`src/adc_defs.svh`:
```
`ifndef ADC_DEFS_SVH
`define ADC_DEFS_SVH

// register addresses on the internal 8-bit bus
`define ADDR_RES_A_HI 20'hFFFE0
`define ADDR_RES_A_LO 20'hFFFE1
`define ADDR_RES_B_HI 20'hFFFE2
`define ADDR_RES_B_LO 20'hFFFE3
`define ADDR_RES_C_HI 20'hFFFE4
`define ADDR_RES_C_LO 20'hFFFE5
`define ADDR_RES_D_HI 20'hFFFE6
`define ADDR_RES_D_LO 20'hFFFE7
`define ADDR_CSR 20'hFFFE8
`define ADDR_TRG 20'hFFFE9

// result register select bits within the address
`define RES_SEL_MSB 2
`define RES_SEL_LSB 1

// result word layout
`define RES_HI_MSB 9
`define RES_HI_LSB 2
`define RES_LO_MSB 1
`define RES_LO_LSB 0
`define RES_PAD 6'h00

// control/status fields
`define CSR_END_BIT 7
`define CSR_IE_BIT 6
`define CSR_START_BIT 5
`define CSR_SCAN_BIT 4
`define CSR_CKS_BIT 3
`define CSR_GRP_BIT 2
`define CSR_IDX_MSB 1
`define CSR_IDX_LSB 0

// trigger control fields
`define TRG_EN_BIT 7
`define TRG_RSV_BIT 0
`define TRG_ONES 6'h3F

`define RD_UNMAPPED 8'h00

// conversion lengths in states; one state is one core clock
`define STATES_FIRST_SLOW 8'h86
`define STATES_FIRST_FAST 8'h46
`define STATES_NEXT_SLOW 8'h80
`define STATES_NEXT_FAST 8'h42

`endif

```
`src/adc_pkg.sv`:
```
package adc_pkg;

   typedef enum logic [0:0] {CONV_IDLE, CONV_RUN} conv_state_t;

   typedef struct packed {
      logic [19:0] addr;
      logic rd;
      logic wr;
      logic [7:0] wdata;
   } bus_req_t;

   typedef struct packed {
      logic rvalid;
      logic [7:0] rdata;
   } bus_rsp_t;

   typedef struct packed {
      conv_state_t state;
      logic [7:0] cnt;
      logic [1:0] chan;
      logic first;
      logic end_flag;
      logic flag_armed;
      logic irq_en;
      logic start;
      logic scan;
      logic conv_time_select;
      logic grp;
      logic [1:0] idx;
      logic trig_en;
      logic trg_bit0;
      logic pend;
      logic [19:0] pend_addr;
      logic rvalid;
      logic [7:0] rdata;
      logic ans_low;
      logic ans_ctl;
      logic [1:0] temp;
      logic [2:0] pin_sync;
      logic pin_level;
   } ctl_state_t;

   typedef struct packed {
      logic [3:0][9:0] words;
      logic [9:0] rdata;
   } store_state_t;

endpackage : adc_pkg

```
`src/result_store.sv`:
```
`include "adc_defs.svh"

module result_store
   import adc_pkg::*;
(
   input wire logic core_clk_i,
   input wire logic rstn_i,
   input wire logic clear_i,
   input wire logic we_i,
   input wire logic [1:0] waddr_i,
   input wire logic [9:0] wdata_i,
   input wire logic [1:0] raddr_i,
   output logic [9:0] rdata_o
);

   store_state_t s_reg;
   store_state_t s_next;

   always_comb begin
      s_next = s_reg;
      for (int i = 0; i < 4; i++) begin
         if (clear_i) begin
            s_next.words[i] = '0;
         end else if (we_i && waddr_i == i[1:0]) begin
            s_next.words[i] = wdata_i;
         end
      end
      s_next.rdata = s_reg.words[raddr_i];
   end

   always_ff @(posedge core_clk_i or negedge rstn_i) begin
      if (!rstn_i) begin
         s_reg <= '0;
      end else begin
         s_reg <= s_next;
      end
   end

   assign rdata_o = s_reg.rdata;

endmodule : result_store

```
`src/adc_register_control.sv`:
```
// Contract
// - result upper eight bits in high byte, lowest two in bits 7:6 low
// - bits 5 to 0 of each result low byte read as zero
// - input n or n+4 result goes to result register A, B, C, D
// - reset and standby clear all four result registers
// - high byte read directly, low byte delivered from holding register
// - reset and standby clear control/status register to zero
// - end flag sets on single end or after last scanned input
// - end flag clears only by writing 0 after reading it as 1
// - conversion-end interrupt requested only while interrupt enable is 1
// - single mode: start bit stays 1 while converting, auto-clears at end
// - scan mode cycles selected inputs until start bit cleared
// - enabled trigger or timer compare match sets start bit
// - mode bit 0 selects single, 1 selects scan
// - conversion ends within 134 states, or 70 with fast select
// - group bit plus index: single converts k, scan converts 0..k
// - trigger enable gates pin falling edge and timer match starts
// - trigger control bits 6 to 1 read as 1, writes ignored
// - reset and standby restore trigger control to 0x7E
// - high byte read copies low byte into holding register
// - later scan conversions take fixed 128 or 66 states
`include "adc_defs.svh"

module adc_register_control
   import adc_pkg::*;
(
   input wire logic core_clk_i,
   input wire logic rstn_i,
   input wire logic standby_i,
   input wire bus_req_t bus_req_i,
   output bus_rsp_t bus_rsp_o,
   input wire logic ext_trigger_pin_i,
   input wire logic timer_match_i,
   input wire logic timer_trigger_select_i,
   input wire logic [9:0] conv_data_i,
   output logic [2:0] conv_channel_o,
   output logic conv_busy_o,
   output logic conv_end_irq_o
);

   localparam ctl_state_t CTL_RESET = '0;

   ctl_state_t s_reg;
   ctl_state_t s_next;
   logic done;
   logic pin_fall;
   logic trig_event;
   logic mem_we;
   logic [7:0] limit;
   logic [9:0] mem_rdata;
   logic [7:0] csr_value;

   result_store u_store (
      .core_clk_i(core_clk_i),
      .rstn_i(rstn_i),
      .clear_i(standby_i),
      .we_i(mem_we),
      .waddr_i(s_reg.chan),
      .wdata_i(conv_data_i),
      .raddr_i(bus_req_i.addr[`RES_SEL_MSB:`RES_SEL_LSB]),
      .rdata_o(mem_rdata)
   );

   assign csr_value = {s_reg.end_flag, s_reg.irq_en, s_reg.start,
                       s_reg.scan, s_reg.conv_time_select, s_reg.grp, s_reg.idx};

   always_comb begin
      s_next = s_reg;
      mem_we = 1'b0;
      pin_fall = 1'b0;

      // first stage feeds only the second; edge taken once 2 and 3 agree
      s_next.pin_sync = {s_reg.pin_sync[1:0], ext_trigger_pin_i};
      if (s_reg.pin_sync[1] == s_reg.pin_sync[2]) begin
         s_next.pin_level = s_reg.pin_sync[2];
         pin_fall = s_reg.pin_level & ~s_reg.pin_sync[2];
      end
      trig_event = s_reg.trig_en & (timer_trigger_select_i ?
                   timer_match_i : pin_fall);

      // first conversion of a sequence is longer than the following ones
      if (s_reg.first) begin
         limit = s_reg.conv_time_select ? `STATES_FIRST_FAST : `STATES_FIRST_SLOW;
      end else begin
         limit = s_reg.conv_time_select ? `STATES_NEXT_FAST : `STATES_NEXT_SLOW;
      end
      done = (s_reg.state == CONV_RUN) && (s_reg.cnt == limit - 8'h01);

      // read answer stage: memory word is ready one cycle after the strobe
      s_next.pend = bus_req_i.rd;
      s_next.pend_addr = bus_req_i.addr;
      s_next.rvalid = s_reg.pend;
      s_next.ans_low = 1'b0;
      s_next.ans_ctl = 1'b0;
      if (s_reg.pend) begin
         case (s_reg.pend_addr)
            `ADDR_RES_A_HI, `ADDR_RES_B_HI, `ADDR_RES_C_HI,
            `ADDR_RES_D_HI: begin
               s_next.rdata = mem_rdata[`RES_HI_MSB:`RES_HI_LSB];
               s_next.temp = mem_rdata[`RES_LO_MSB:`RES_LO_LSB];
            end
            `ADDR_RES_A_LO, `ADDR_RES_B_LO, `ADDR_RES_C_LO,
            `ADDR_RES_D_LO: begin
               // only the holding register answers, so read high first
               s_next.rdata = {s_reg.temp, `RES_PAD};
               s_next.ans_low = 1'b1;
            end
            `ADDR_CSR: begin
               s_next.rdata = csr_value;
               if (s_reg.end_flag) begin
                  s_next.flag_armed = 1'b1;
               end
            end
            `ADDR_TRG: begin
               s_next.rdata = {s_reg.trig_en, `TRG_ONES,
                               s_reg.trg_bit0};
               s_next.ans_ctl = 1'b1;
            end
            default: begin
               s_next.rdata = `RD_UNMAPPED;
            end
         endcase
      end

      // register writes
      if (bus_req_i.wr) begin
         case (bus_req_i.addr)
            `ADDR_CSR: begin
               // writing 1 to the flag does nothing
               if (s_reg.flag_armed && !bus_req_i.wdata[`CSR_END_BIT]) begin
                  s_next.end_flag = 1'b0;
                  s_next.flag_armed = 1'b0;
               end
               s_next.irq_en = bus_req_i.wdata[`CSR_IE_BIT];
               s_next.start = bus_req_i.wdata[`CSR_START_BIT];
               s_next.scan = bus_req_i.wdata[`CSR_SCAN_BIT];
               s_next.conv_time_select = bus_req_i.wdata[`CSR_CKS_BIT];
               s_next.grp = bus_req_i.wdata[`CSR_GRP_BIT];
               s_next.idx = bus_req_i.wdata[`CSR_IDX_MSB:`CSR_IDX_LSB];
            end
            `ADDR_TRG: begin
               s_next.trig_en = bus_req_i.wdata[`TRG_EN_BIT];
               s_next.trg_bit0 = bus_req_i.wdata[`TRG_RSV_BIT];
            end
            default: begin
            end
         endcase
      end

      // a start that arrives while running is simply absorbed
      if (trig_event && !s_reg.start) begin
         s_next.start = 1'b1;
      end

      // conversion sequencer
      case (s_reg.state)
         CONV_IDLE: begin
            if (s_next.start) begin
               s_next.state = CONV_RUN;
               s_next.cnt = '0;
               s_next.first = 1'b1;
               s_next.chan = s_next.scan ? 2'h0 : s_next.idx;
            end
         end
         CONV_RUN: begin
            if (!s_next.start) begin
               // stop discards the conversion in flight
               s_next.state = CONV_IDLE;
            end else if (done) begin
               mem_we = 1'b1;
               s_next.cnt = '0;
               s_next.first = 1'b0;
               if (!s_reg.scan) begin
                  s_next.start = 1'b0;
                  s_next.end_flag = 1'b1;
                  s_next.state = CONV_IDLE;
               end else if (s_reg.chan == s_reg.idx) begin
                  s_next.end_flag = 1'b1;
                  s_next.chan = 2'h0;
               end else begin
                  s_next.chan = s_reg.chan + 2'h1;
               end
            end else begin
               s_next.cnt = s_reg.cnt + 8'h01;
            end
         end
         default: begin
            s_next.state = CONV_IDLE;
         end
      endcase

      // standby acts like reset on everything but the pin synchroniser
      if (standby_i) begin
         s_next = CTL_RESET;
         s_next.pin_sync = {s_reg.pin_sync[1:0], ext_trigger_pin_i};
         s_next.pin_level = s_reg.pin_level;
         mem_we = 1'b0;
      end
   end

   always_ff @(posedge core_clk_i or negedge rstn_i) begin
      if (!rstn_i) begin
         s_reg <= CTL_RESET;
      end else begin
         s_reg <= s_next;
      end
   end

   assign bus_rsp_o = '{rvalid: s_reg.rvalid, rdata: s_reg.rdata};
   assign conv_channel_o = {s_reg.grp, s_reg.chan};
   assign conv_busy_o = (s_reg.state == CONV_RUN);
   assign conv_end_irq_o = s_reg.end_flag & s_reg.irq_en;

   irq_follows_flag_a: assert property (
      @(posedge core_clk_i) disable iff (!rstn_i)
      $rose(s_reg.end_flag) && s_reg.irq_en |-> conv_end_irq_o)
      else $error("interrupt missing after end flag");

   irq_masked_a: assert property (
      @(posedge core_clk_i) disable iff (!rstn_i)
      !s_reg.irq_en |-> !conv_end_irq_o)
      else $error("interrupt raised while disabled");

   low_pad_zero_a: assert property (
      @(posedge core_clk_i) disable iff (!rstn_i)
      bus_rsp_o.rvalid && s_reg.ans_low |-> bus_rsp_o.rdata[5:0] == 6'h00)
      else $error("result low byte padding not zero");

   low_from_temp_a: assert property (
      @(posedge core_clk_i) disable iff (!rstn_i)
      bus_rsp_o.rvalid && s_reg.ans_low |->
      bus_rsp_o.rdata[7:6] == s_reg.temp)
      else $error("low byte not taken from holding register");

   ctl_ones_a: assert property (
      @(posedge core_clk_i) disable iff (!rstn_i)
      bus_rsp_o.rvalid && s_reg.ans_ctl |->
      bus_rsp_o.rdata[6:1] == 6'h3F)
      else $error("trigger control reserved bits not one");

   single_end_a: assert property (
      @(posedge core_clk_i) disable iff (!rstn_i)
      done && !s_reg.scan && !standby_i && !bus_req_i.wr |=>
      !s_reg.start && s_reg.end_flag && s_reg.state == CONV_IDLE)
      else $error("single conversion end not flagged");

   slow_time_a: assert property (
      @(posedge core_clk_i) disable iff (!rstn_i)
      $rose(conv_busy_o) && !s_reg.conv_time_select |->
      ##[1:133] (done || !conv_busy_o))
      else $error("slow conversion exceeded 134 states");

   fast_time_a: assert property (
      @(posedge core_clk_i) disable iff (!rstn_i)
      $rose(conv_busy_o) && s_reg.conv_time_select |->
      ##[1:69] (done || !conv_busy_o))
      else $error("fast conversion exceeded 70 states");

   scan_next_a: assert property (
      @(posedge core_clk_i) disable iff (!rstn_i)
      done && s_reg.scan && !s_reg.conv_time_select && !standby_i &&
      !bus_req_i.wr |->
      ##128 (done || !conv_busy_o || $past(s_reg.conv_time_select)))
      else $error("later scan conversion not 128 states");

   flag_clear_read_a: assert property (
      @(posedge core_clk_i) disable iff (!rstn_i)
      $fell(s_reg.end_flag) |-> $past(s_reg.flag_armed) || $past(standby_i))
      else $error("end flag cleared without prior read");

   flag_cause_a: assert property (
      @(posedge core_clk_i) disable iff (!rstn_i)
      $rose(s_reg.end_flag) |-> $past(done))
      else $error("end flag set without conversion end");

   trig_gate_a: assert property (
      @(posedge core_clk_i) disable iff (!rstn_i)
      $rose(s_reg.start) && !$past(bus_req_i.wr) |-> $past(s_reg.trig_en))
      else $error("start from disabled trigger");

   no_restart_a: assert property (
      @(posedge core_clk_i) disable iff (!rstn_i)
      conv_busy_o && !done && trig_event && !bus_req_i.wr && !standby_i
      |=> s_reg.cnt == $past(s_reg.cnt) + 8'h01)
      else $error("trigger disturbed running conversion");

   standby_clear_a: assert property (
      @(posedge core_clk_i) disable iff (!rstn_i)
      standby_i |=> csr_value == 8'h00 && !s_reg.trig_en)
      else $error("standby did not clear control");

   scan_fast_next_a: assert property (
      @(posedge core_clk_i) disable iff (!rstn_i)
      done && s_reg.scan && s_reg.conv_time_select && !standby_i &&
      !bus_req_i.wr |->
      ##66 (done || !conv_busy_o || !$past(s_reg.conv_time_select)))
      else $error("later fast scan conversion not 66 states");

   hi_direct_a: assert property (
      @(posedge core_clk_i) disable iff (!rstn_i)
      bus_rsp_o.rvalid && $past(s_reg.pend_addr) >= `ADDR_RES_A_HI &&
      $past(s_reg.pend_addr) <= `ADDR_RES_D_LO &&
      !$past(s_reg.pend_addr[0]) |->
      bus_rsp_o.rdata == $past(mem_rdata[`RES_HI_MSB:`RES_HI_LSB]))
      else $error("result high byte not taken from stored word");

   temp_load_a: assert property (
      @(posedge core_clk_i) disable iff (!rstn_i)
      bus_rsp_o.rvalid && $past(s_reg.pend_addr) >= `ADDR_RES_A_HI &&
      $past(s_reg.pend_addr) <= `ADDR_RES_D_LO &&
      !$past(s_reg.pend_addr[0]) |->
      s_reg.temp == $past(mem_rdata[`RES_LO_MSB:`RES_LO_LSB]))
      else $error("holding register not loaded by high byte read");

   chan_single_a: assert property (
      @(posedge core_clk_i) disable iff (!rstn_i)
      conv_busy_o && !s_reg.scan |-> s_reg.chan == s_reg.idx)
      else $error("single mode converting wrong input");

   chan_scan_a: assert property (
      @(posedge core_clk_i) disable iff (!rstn_i)
      conv_busy_o && s_reg.scan |-> s_reg.chan <= s_reg.idx)
      else $error("scan mode beyond selected inputs");

   start_held_a: assert property (
      @(posedge core_clk_i) disable iff (!rstn_i)
      conv_busy_o |-> s_reg.start)
      else $error("start bit low during conversion");

   result_clear_a: assert property (
      @(posedge core_clk_i) disable iff (!rstn_i)
      standby_i |-> ##2 mem_rdata == 10'h000)
      else $error("standby did not clear results");

   flag_write_one_a: assert property (
      @(posedge core_clk_i) disable iff (!rstn_i)
      s_reg.end_flag && !standby_i &&
      (!bus_req_i.wr || bus_req_i.wdata[`CSR_END_BIT]) |=> s_reg.end_flag)
      else $error("end flag lost without a clearing write");

   scan_running_a: assert property (
      @(posedge core_clk_i) disable iff (!rstn_i)
      done && s_reg.scan && !standby_i && !bus_req_i.wr |=>
      conv_busy_o && s_reg.start)
      else $error("scan stopped by itself");

   trig_start_a: assert property (
      @(posedge core_clk_i) disable iff (!rstn_i)
      trig_event && !s_reg.start && !standby_i |=>
      s_reg.start && conv_busy_o)
      else $error("trigger did not start conversion");

endmodule : adc_register_control

```
`config.mk`:
```
export PLATFORM = sky130hd
export DESIGN_NAME = adc_register_control
export DESIGN_NICKNAME = d
export VERILOG_FILES = /design/src/adc_pkg.sv /design/src/result_store.sv /design/src/adc_register_control.sv
export VERILOG_INCLUDE_DIRS = /design/src /design/src/src
export SDC_FILE = /design/constraint.sdc
export NUM_CORES = 1
export LEC_CHECK = 0
export ABC_AREA = 1
export BUFFER_PORTS_ARGS = -buffer_cell sky130_fd_sc_hd__buf_2
export CORE_ASPECT_RATIO = 0.9
export CORE_MARGIN = 3
export CORE_UTILIZATION = 45
export CTS_BUF_LIST = sky130_fd_sc_hd__clkbuf_8
export CTS_CLUSTER_DIAMETER = 150
export DETAILED_ROUTE_END_ITERATION = 8
export GPL_ROUTABILITY_DRIVEN = 0
export HOLD_SLACK_MARGIN = 0.1
export PLACE_DENSITY_LB_ADDON = 0.12
export SLEW_MARGIN = 10
export SYNTH_ARGS = -nofsm -noshare
export SYNTH_HDL_FRONTEND = slang
export SYNTH_SLANG_ARGS = --single-unit
```
`constraint.sdc`:
```
create_clock -name core_clk_i -period 3.7 [get_ports core_clk_i]
set_clock_uncertainty 0.05 [all_clocks]
set_input_delay 0.555 -clock core_clk_i [delete_from_list [all_inputs] [get_ports core_clk_i]]
set_output_delay 0.555 -clock core_clk_i [all_outputs]
set_load 0.01 [all_outputs]
```
Word level (Yosys, flattened, before mapping)
Index checks and enable logic that the tools add are counted.

cells by class
  add/subtract/negate cells = 3
  multiply operators = 0
  divide/modulo/power cells = 0
  order comparisons = 1
  equal/unequal tests = 22
  shifts and indexed selects = 0
  multiplexer cells = 49
  bitwise gates (word level) = 6
  reductions and logical operators = 28

operators with widths
  kind                  count
  $eq 20x20->1 const B  12
  $mux 10               9
  $mux 61               1
  $mux 12               3
  $mux 8                4
  $pmux 8 s4            1
  $pmux 12 s2           1
  $bmux 10 s2           1
  $mux 1                20
  $reduce_bool 2->1     9
  $mux 2                6
  $mux 11               1
  $reduce_and 2->1      5
  $mux 9                1
  $ne 3x2->1 const B    3
  $add 8x1->8 const B   1
  $eq 8x8->1            1
  $reduce_or 4->1       2
  $sub 8x1->8 const B   1
  $logic_and 1x1->1     7
  $eq 2x2->1 const B    2
  $mux 4                1
  $reduce_and 4->1      1
  $and 1x1->1           3
  other kinds (10)      13

word-level totals
  register bits after elaboration = 109
  latch bits = 0
  bits in writable memories = 0
  ROM bits = 0
  input bits = 46
  output and inout port bits = 14
  memories = 0

Logic depth before layout (Yosys ltp)
Gate-level depths: netlist of run 1.

  depth after elaboration = 13
  mapped depth = 15

Hierarchy
Synthesis of run 1 repeated with hierarchy kept, for this count alone.

unflattened totals
  cells, all modules = 711
  area total of the unflattened synthesis = 5546.6 um2

by module, submodules not included
  module                times used  cells each  area each (um2)
  adc_register_control  1           383         3079.2
  result_store          1           328         2467.4

Worst setup path after synthesis of run 1
No wires, ideal clock.

  path kind = input -> register
  from = input port bus_req_i[14] (netlist bit)
  to = register u_store.s_reg[41] (netlist bit)
  setup time = 0.115 ns
  data arrival time = 1.607 ns
  setup slack = 1.928 ns
  stages on the path = 13
  path buffers = 1
  cells stage by stage = inv_1 nand2_1 nor2_2 nand2_2 nor2_2 nand3_2 nand3_4 nand2_4 inv_6 nand2_4 buf_12 nand3_2 nand2_2

between the ends
  word-level cells in the longest chain between the ends = 9

RTL lines
  what                         RTL line                     text
  start: declaration           adc_register_control.sv:30   input wire bus_req_t bus_req_i,
  $eq 20x20->1                 adc_register_control.sv:127  case (bus_req_i.addr)
  $mux 9                       adc_register_control.sv:127
  $mux 11                      adc_register_control.sv:126  if (bus_req_i.wr) begin
  $mux 1                       adc_register_control.sv:151  if (trig_event && !s_reg.start) begin
  $mux 1                       adc_register_control.sv:166  if (!s_next.start) begin
  $mux 1                       adc_register_control.sv:156  case (s_reg.state)
  $mux 1                       adc_register_control.sv:193  if (standby_i) begin
  $logic_and 1x1->1            result_store.sv:24           end else if (we_i && waddr_i == i[1:0]) begin
  $reduce_bool 2->1 (no line)  n/a
  end signal: assignment       result_store.sv:35           s_reg <= s_next;
  end: declaration             result_store.sv:16           store_state_t s_reg;

Every way passes these cells. The select of a mux whose other input is x is not followed.
A chain may end at the register's enable or synchronous reset.

Worst setup path after layout of run 1
  from = input port bus_req_i[11] (netlist bit)
  to = register s_reg (netlist bit conv_channel_o[1])

between the ends
  word-level cells in the longest chain between the ends = 7
  elaborated cells between the ends (all ways) = 11

RTL lines
  what                    RTL line                     text
  $eq 20x20->1 *          adc_register_control.sv:127
  $mux 9 *                adc_register_control.sv:127
  $mux 11 *               adc_register_control.sv:126
  $mux 2                  adc_register_control.sv:162  s_next.chan = s_next.scan ? 2'h0 : s_next.idx;
  $mux 12                 adc_register_control.sv:158  if (s_next.start) begin
  $pmux 12 s2             adc_register_control.sv:156
  $mux 61                 adc_register_control.sv:193
  end signal: assignment  adc_register_control.sv:205  s_reg <= s_next;
  end: declaration        adc_register_control.sv:43   ctl_state_t s_reg;

Every way passes the cells marked *; elsewhere a longest branch is shown, timed or not. The select of a mux whose other input is x is not followed.

==> results of run 1 <==
cell families (layout without fill, tap and decap cells):
family | Yosys count | count (layout)
XOR/XNOR | 6 | 6
adder cells (fa/ha/maj) | 5 | 5
AO/OA/AOI/OAI | 67 | 67
buffers and inverters | 110 | 156
AND/OR/NAND/NOR | 383 | 383
flip-flops | 108 | 108
final timing paths:
| check | startpoint | end | slack, ns | depth (start not counted) |
|---|---|---|---|---|
| min in group core_clk_i | ext_trigger_pin_i | s_reg[1] | 0.23 | 1 |
| setup / recovery | bus_req_i[11] | conv_channel_o[1] | 1.64 | 12 |
| setup reg to reg | s_reg[21] | bus_rsp_o[2] | 1.69 | 7 |
| max in group asynchronous | rstn_i | s_reg[5] | 2.72 | 2 |
| hold / removal | rstn_i | s_reg[47] | 0.12 | 1 |
| hold reg to reg | s_reg[1] | s_reg[2] | 0.31 | 0 |
Yosys cell counts (2+ instances only):
library cell  instances  area, um2
nand2_4               5      56.30
buf_4                14      105.1
inv_2                 3      11.26
o22ai_1              16      100.1
buf_2                 2      10.01
nand3_1              48      240.2
buf_6                 2      22.52
buf_12                2      40.04
clkinv_1              3      11.26
nand3_2              22      220.2
nor2_1               76      285.3
inv_1                67      251.5
ha_1                  5      62.56
clkinv_2              4      20.02
nand2_2               6      37.54
xor2_1                5      43.79
o21ai_1               2      10.01
nand4_1              11      68.82
nor2_4                2      22.52
nand2_1             195      732.0
o211ai_1              5      37.54
dfrtp_1             108       2703
o21ai_0              36      180.2
clkbuf_1             11      41.29
nor2_2                8      50.05
nor3_1                5      25.02
a21oi_1               5      25.02
critical path, cell delays in order:
cell	delay, ns
buf_2	0.22
inv_1	0.48
nand2_1	0.10
nor2_1	0.11
nand3_1	0.13
nor2_2	0.26
nand2_1	0.12
nand2_1	0.09
nand2_1	0.05
o21ai_1	0.12
nand2_1	0.06
nand2_1	0.05
routing by layer:
metal	GRT usage (%)	wire [um]	up-vias
li1	-	-	2222
met1	28.64	6246	2023
met2	28.13	5331	126
met3	5.765	742	17
met4	6.343	252	0
met5	0	0	-
area by class of cell:
type	instances	area, um2	share of cell area (%)
flip-flops and latches	108	2703	44.93
multi-input cells	461	2283	37.96
repair buffers	62	332.8	5.532
inverters	78	302.8	5.033
well taps	156	195.2	3.245
clock buffers	9	123.9	2.059
clock inverters	7	75.07	1.248
stage by stage:
step                      utilization (%)  area, um2
final                               51.36       6016
after global routing                51.36       6016
after CTS                           51.36       6016
after detailed placement            49.66       5817
after global placement              49.66       5817
after floorplan                         -       5512
power breakdown:
part           switching, mW  total [mW]  internal [mW]  leakage, nW
clock                  0.412       0.728          0.316       0.0923
combinational          0.108       0.152         0.0441         1.66
sequential            0.0127        1.21           1.20         1.47
total                  0.533        2.10           1.56         3.22
==> flow_summary.toml, run 1 <==
[routing]
ant_nets = 0
dr.pass1.iters = 6
vias_per_cell = 4.981
drc = 0
routed-via-count = 4388
routed_wl_um = 12570
first_iter_violations = 321
drt-wirelength-per-cell_um = 14.27

[yosys]
synth-edff-count = 0
syn_avg_cell_area_um2 = 8.117
synth_warnings = 0
muxShareOfSynthArea_pct = 0
synth_compound_area_share_pct = 6.833
ys_seq_area_share_pct = 49.04
ys_seq_elements = 108
ys_types = 38
synthCells = 679
synth_fp_nets = 730
synth_top_family_by_area = "simple AND/OR/NAND/NOR gates"
yosys.area_share.adder_pct = 1.135
synth_area_um2 = 5512
async_reset_ff_share_pct = 100.0
synth_simple_gate_area_share_pct = 32.51
dominantRegCellSynth = "dfrtp_1"
synth_xor_area_share_pct = 0.9535

[finish]
syn_to_final_growth_pct = 9.149
largest_reg_flops = 40
nFillCells = 1123
fin_cells = 881
drive_gt1_share_pct = 18.34
antenna_cells = 0
fin_nets = 771
final_common_cell = "nand2_1"
mostFrequentLayoutCells = "nand2_1 (195), dfrtp_1 (108), nor2_1 (76)"

[clock_tree]
cts-root-buf = "clkbuf_8"
clock_latency_ns = 0.38
clockBufferDepth = 2
cts_sinks = 108
cts_made_buffers = 9
cts_tree = "yes"
cts_hold_buf = 0
clkTransAtPathRegs_ns = 0.10
post_cts.repair.setup_buffers = 0
cts_max_level = 3
post_cts.resized_instances = 0

[critical_path]
setup.worst_path.end_class = "flip-flop"
start_kind = "input pin"
crit_type = "in2reg"
cp.required_ns = 3.98
arrival_ns = 2.34
path_max_fanout = 22

[placed_design]
pre_cts_ws_ns = 1.233
post-dp-hpwl_um = 9398
portBuffers = 59
placed_cells = 865

[power]
leakage_nw = 3.222
finalPower_mw = 2.095
irDropWorstVdd_v = 0.0003342
p_per_area_nw_per_um2 = 348.3

[global_route]
grt_max_degree = 65
track_usage_pct = 19.69
antenna_found_initial = 0
grt-ovfl-total = 0
grt_pass1_vias = 4246
grt_pass1_wl_um = 21150

[sta]
min_period_over_period_pct = 55.73
worst_pin_slew_ns = 0.8552
rsz0062_at_grt = "false"
tns_ns = 0
setup_viol = 0
worst_slack_ns = 1.638
slew_headroom_pct = 42.55
hold_slack_ns = 0.1208
fmax_mhz = 485.0
slew_violations = 0
fin_crit_ns = 2.062
hold_violations = 0

[worst_hold_path]
hp-class = "in2async"

[status]
status = "finished, final reports clean"

[die]
core_area_um2 = 11710
die_y_um = 111.0
placementRows = 37
fp.dieArea_um2 = 13610
initial_utilization_pct = 47.06
io_pins = 60
die_w_um = 122.7

[flow_run]
max_cap_violations = 0
(Power assumes the default switching activity.)
==> inputs of run 2 (changes only) <==
==> constraint.sdc (replaced) <==
create_clock -name core_clk_i -period 1.8 [get_ports core_clk_i]
set_clock_uncertainty 0.05 [all_clocks]
set_input_delay 0.27 -clock core_clk_i [delete_from_list [all_inputs] [get_ports core_clk_i]]
set_output_delay 0.27 -clock core_clk_i [all_outputs]
set_load 0.01 [all_outputs]
==> flow_summary.toml, run 2 (synthesis gave the netlist of run 1 again) <==
[critical_path]
crit_type = "in2reg"
cp.required_ns = 2.05
setup.worst_path.end_class = "flip-flop"
worstReg2RegStart = "csr_value[3]"
arrival_ns = 2.05
path_max_fanout = 6
cp-startpoint = "bus_req_i[13]"
start_kind = "input pin"

[routing]
routed-via-count = 4718
drt-wirelength-per-cell_um = 14.70
ant_nets = 0
first_iter_violations = 343
drc = 0
dr.pass1.iters = 4
routed_wl_um = 13790
vias_per_cell = 5.030

[finish]
antenna_cells = 0
drive_gt1_share_pct = 22.38
syn_to_final_growth_pct = 21.82
multi_input_area_um2 = 2377
fin_cells = 938
final_common_cell = "nand2_1"
largest_reg_flops = 40
nFillCells = 1105
regArea_um2 = 2705
fin_nets = 828
post-route-util_pct = 57.32
mostFrequentLayoutCells = "nand2_1 (192), dfrtp_1 (106), nor2_1 (76)"

[global_route]
grt-ovfl-total = 0
track_usage_pct = 21.16
grt_max_degree = 42
grt_pass1_wl_um = 22830
antenna_found_initial = 0
grt_pass1_vias = 4543

[power]
internal_power_mw = 3.284
p_sw_mw = 1.165
seqPwrFrac_pct = 56.1
irDropWorstVdd_v = 0.0005014
leakage_nw = 3.490
switching_share_pct = 26.18
p_per_area_nw_per_um2 = 662.6
clkPwrFrac_pct = 35.1
combPwrFrac_pct = 8.8

[sta]
setup_viol = 1
slew_violations = 0
hold_violations = 0
fin_crit_ns = 1.801
min_period_over_period_pct = 100.0
worst_slack_ns = -0.0007601
rsz0062_at_grt = "true"
fmax_mhz = 555.3
worst_pin_slew_ns = 0.4937
slew_headroom_pct = 66.96

[die]
die_w_um = 122.7
fp.dieArea_um2 = 13610
initial_utilization_pct = 47.06
io_pins = 60
core_area_um2 = 11710
placementRows = 37
die_y_um = 111.0

[clock_tree]
cts_tree = "yes"
clkTransAtPathRegs_ns = 0.11
cts_sinks = 108
clockBufferDepth = 2
cts-root-buf = "clkbuf_8"
cts_made_buffers = 9
clock_latency_ns = 0.40
cts_max_level = 3

[status]
violations = "setup timing"
status = "finished with violations"

[placed_design]
portBuffers = 59
placed_cells = 883
post-dp-hpwl_um = 9863

[worst_hold_path]
worstHoldStart = "conv_data_i[2]"
hp-class = "in2reg"

[flow_run]
max_cap_violations = 0
[run 2: critical path: stages]
cell and delay [ns]:
dlygate4sd3_1 0.53, buf_2 0.12, inv_1 0.07, nor2_1 0.09
nand3_1 0.11, nor2_4 0.11, nand3_2 0.10, nand3_4 0.11
nand2_4 0.08, clkinv_8 0.10, nand2_8 0.09, buf_12 0.15
nand3_1 0.06, nand2_1 0.05
[run 2: layer usage]
metal / GRT usage (%) / routed length [um] / part of all wire (%) / up-vias
met5: 0 / 0 / 0 / -
li1: - / - / - / 2349
met3: 5.102 / 666 / 4.8 / 13
met1: 30.92 / 6710 / 49 / 2238
met2: 31.54 / 6207 / 45 / 118
met4: 5.522 / 206 / 1.5 / 0
[run 2: power groups by stage]
stage | clock [mW] | sequential, mW | combinational, mW
6_report | 1.56 | 2.50 | 0.390
5_1_grt | 1.72 | 2.50 | 0.436
4_1_cts | 1.62 | 2.50 | 0.390
3_5_place_dp | 0 | 2.54 | 0.348
3_3_place_gp | 0 | 2.54 | 0.345
2_1_floorplan | 0 | 2.54 | 0.158
[run 2: timing repair]
| item | in CTS | in global routing |
|---|---|---|
| hold endpoints to repair | 58 | 0 |
| hold buffers | 26 | 0 |
| setup endpoints to repair | 40 | 59 |
| gates cloned | 0 | 2 |
| pin swaps | 0 | 10 |
| setup buffers | 0 | 13 |
| gates resized for setup | 7 | 33 |
[run 2: worst paths after layout]
kind                            cells past startpoint           endpoint  slack [ns]
worst max-delay path                               14  u_store.s_reg[20]     -0.0008
worst min-delay path                                5  u_store.s_reg[32]        0.17
worst max register to register                     13  u_store.s_reg[20]        0.04
worst min register to register                      0           s_reg[2]        0.31
max in group asynchronous                           3  u_store.s_reg[49]        0.79
min in group asynchronous                           2          s_reg[55]        0.30
[run 2: metrics by stage]
step | setup slack (ns) | setup TNS, ns | hold slack (ns) | power (mW) | area [um2]
after floorplan | 0.2122 | 0 | -0.07559 | 2.697 | 5512
after global placement | 0.01779 | 0 | 0.2065 | 2.888 | 5977
after detailed placement | -0.06149 | -0.8523 | 0.2062 | 2.891 | 5977
after CTS | -0.01423 | -0.03616 | 0.1453 | 4.504 | 6482
after global routing | -0.1053 | -2.577 | 0.1669 | 4.660 | 6714
final | -0.0007601 | -0.0007601 | 0.1744 | 4.448 | 6714
[run 2: layout make-up]
| cell class | count | share of cell area (%) |
|---|---|---|
| Inverter | 78 | 4.994 |
| Tap cell | 156 | 2.907 |
| Clock buffer | 9 | 1.845 |
| Timing Repair Buffer | 117 | 13.31 |
| Sequential cell | 108 | 40.29 |
| Clock inverter | 7 | 1.249 |
| Multi-Input combinational cell | 463 | 35.41 |
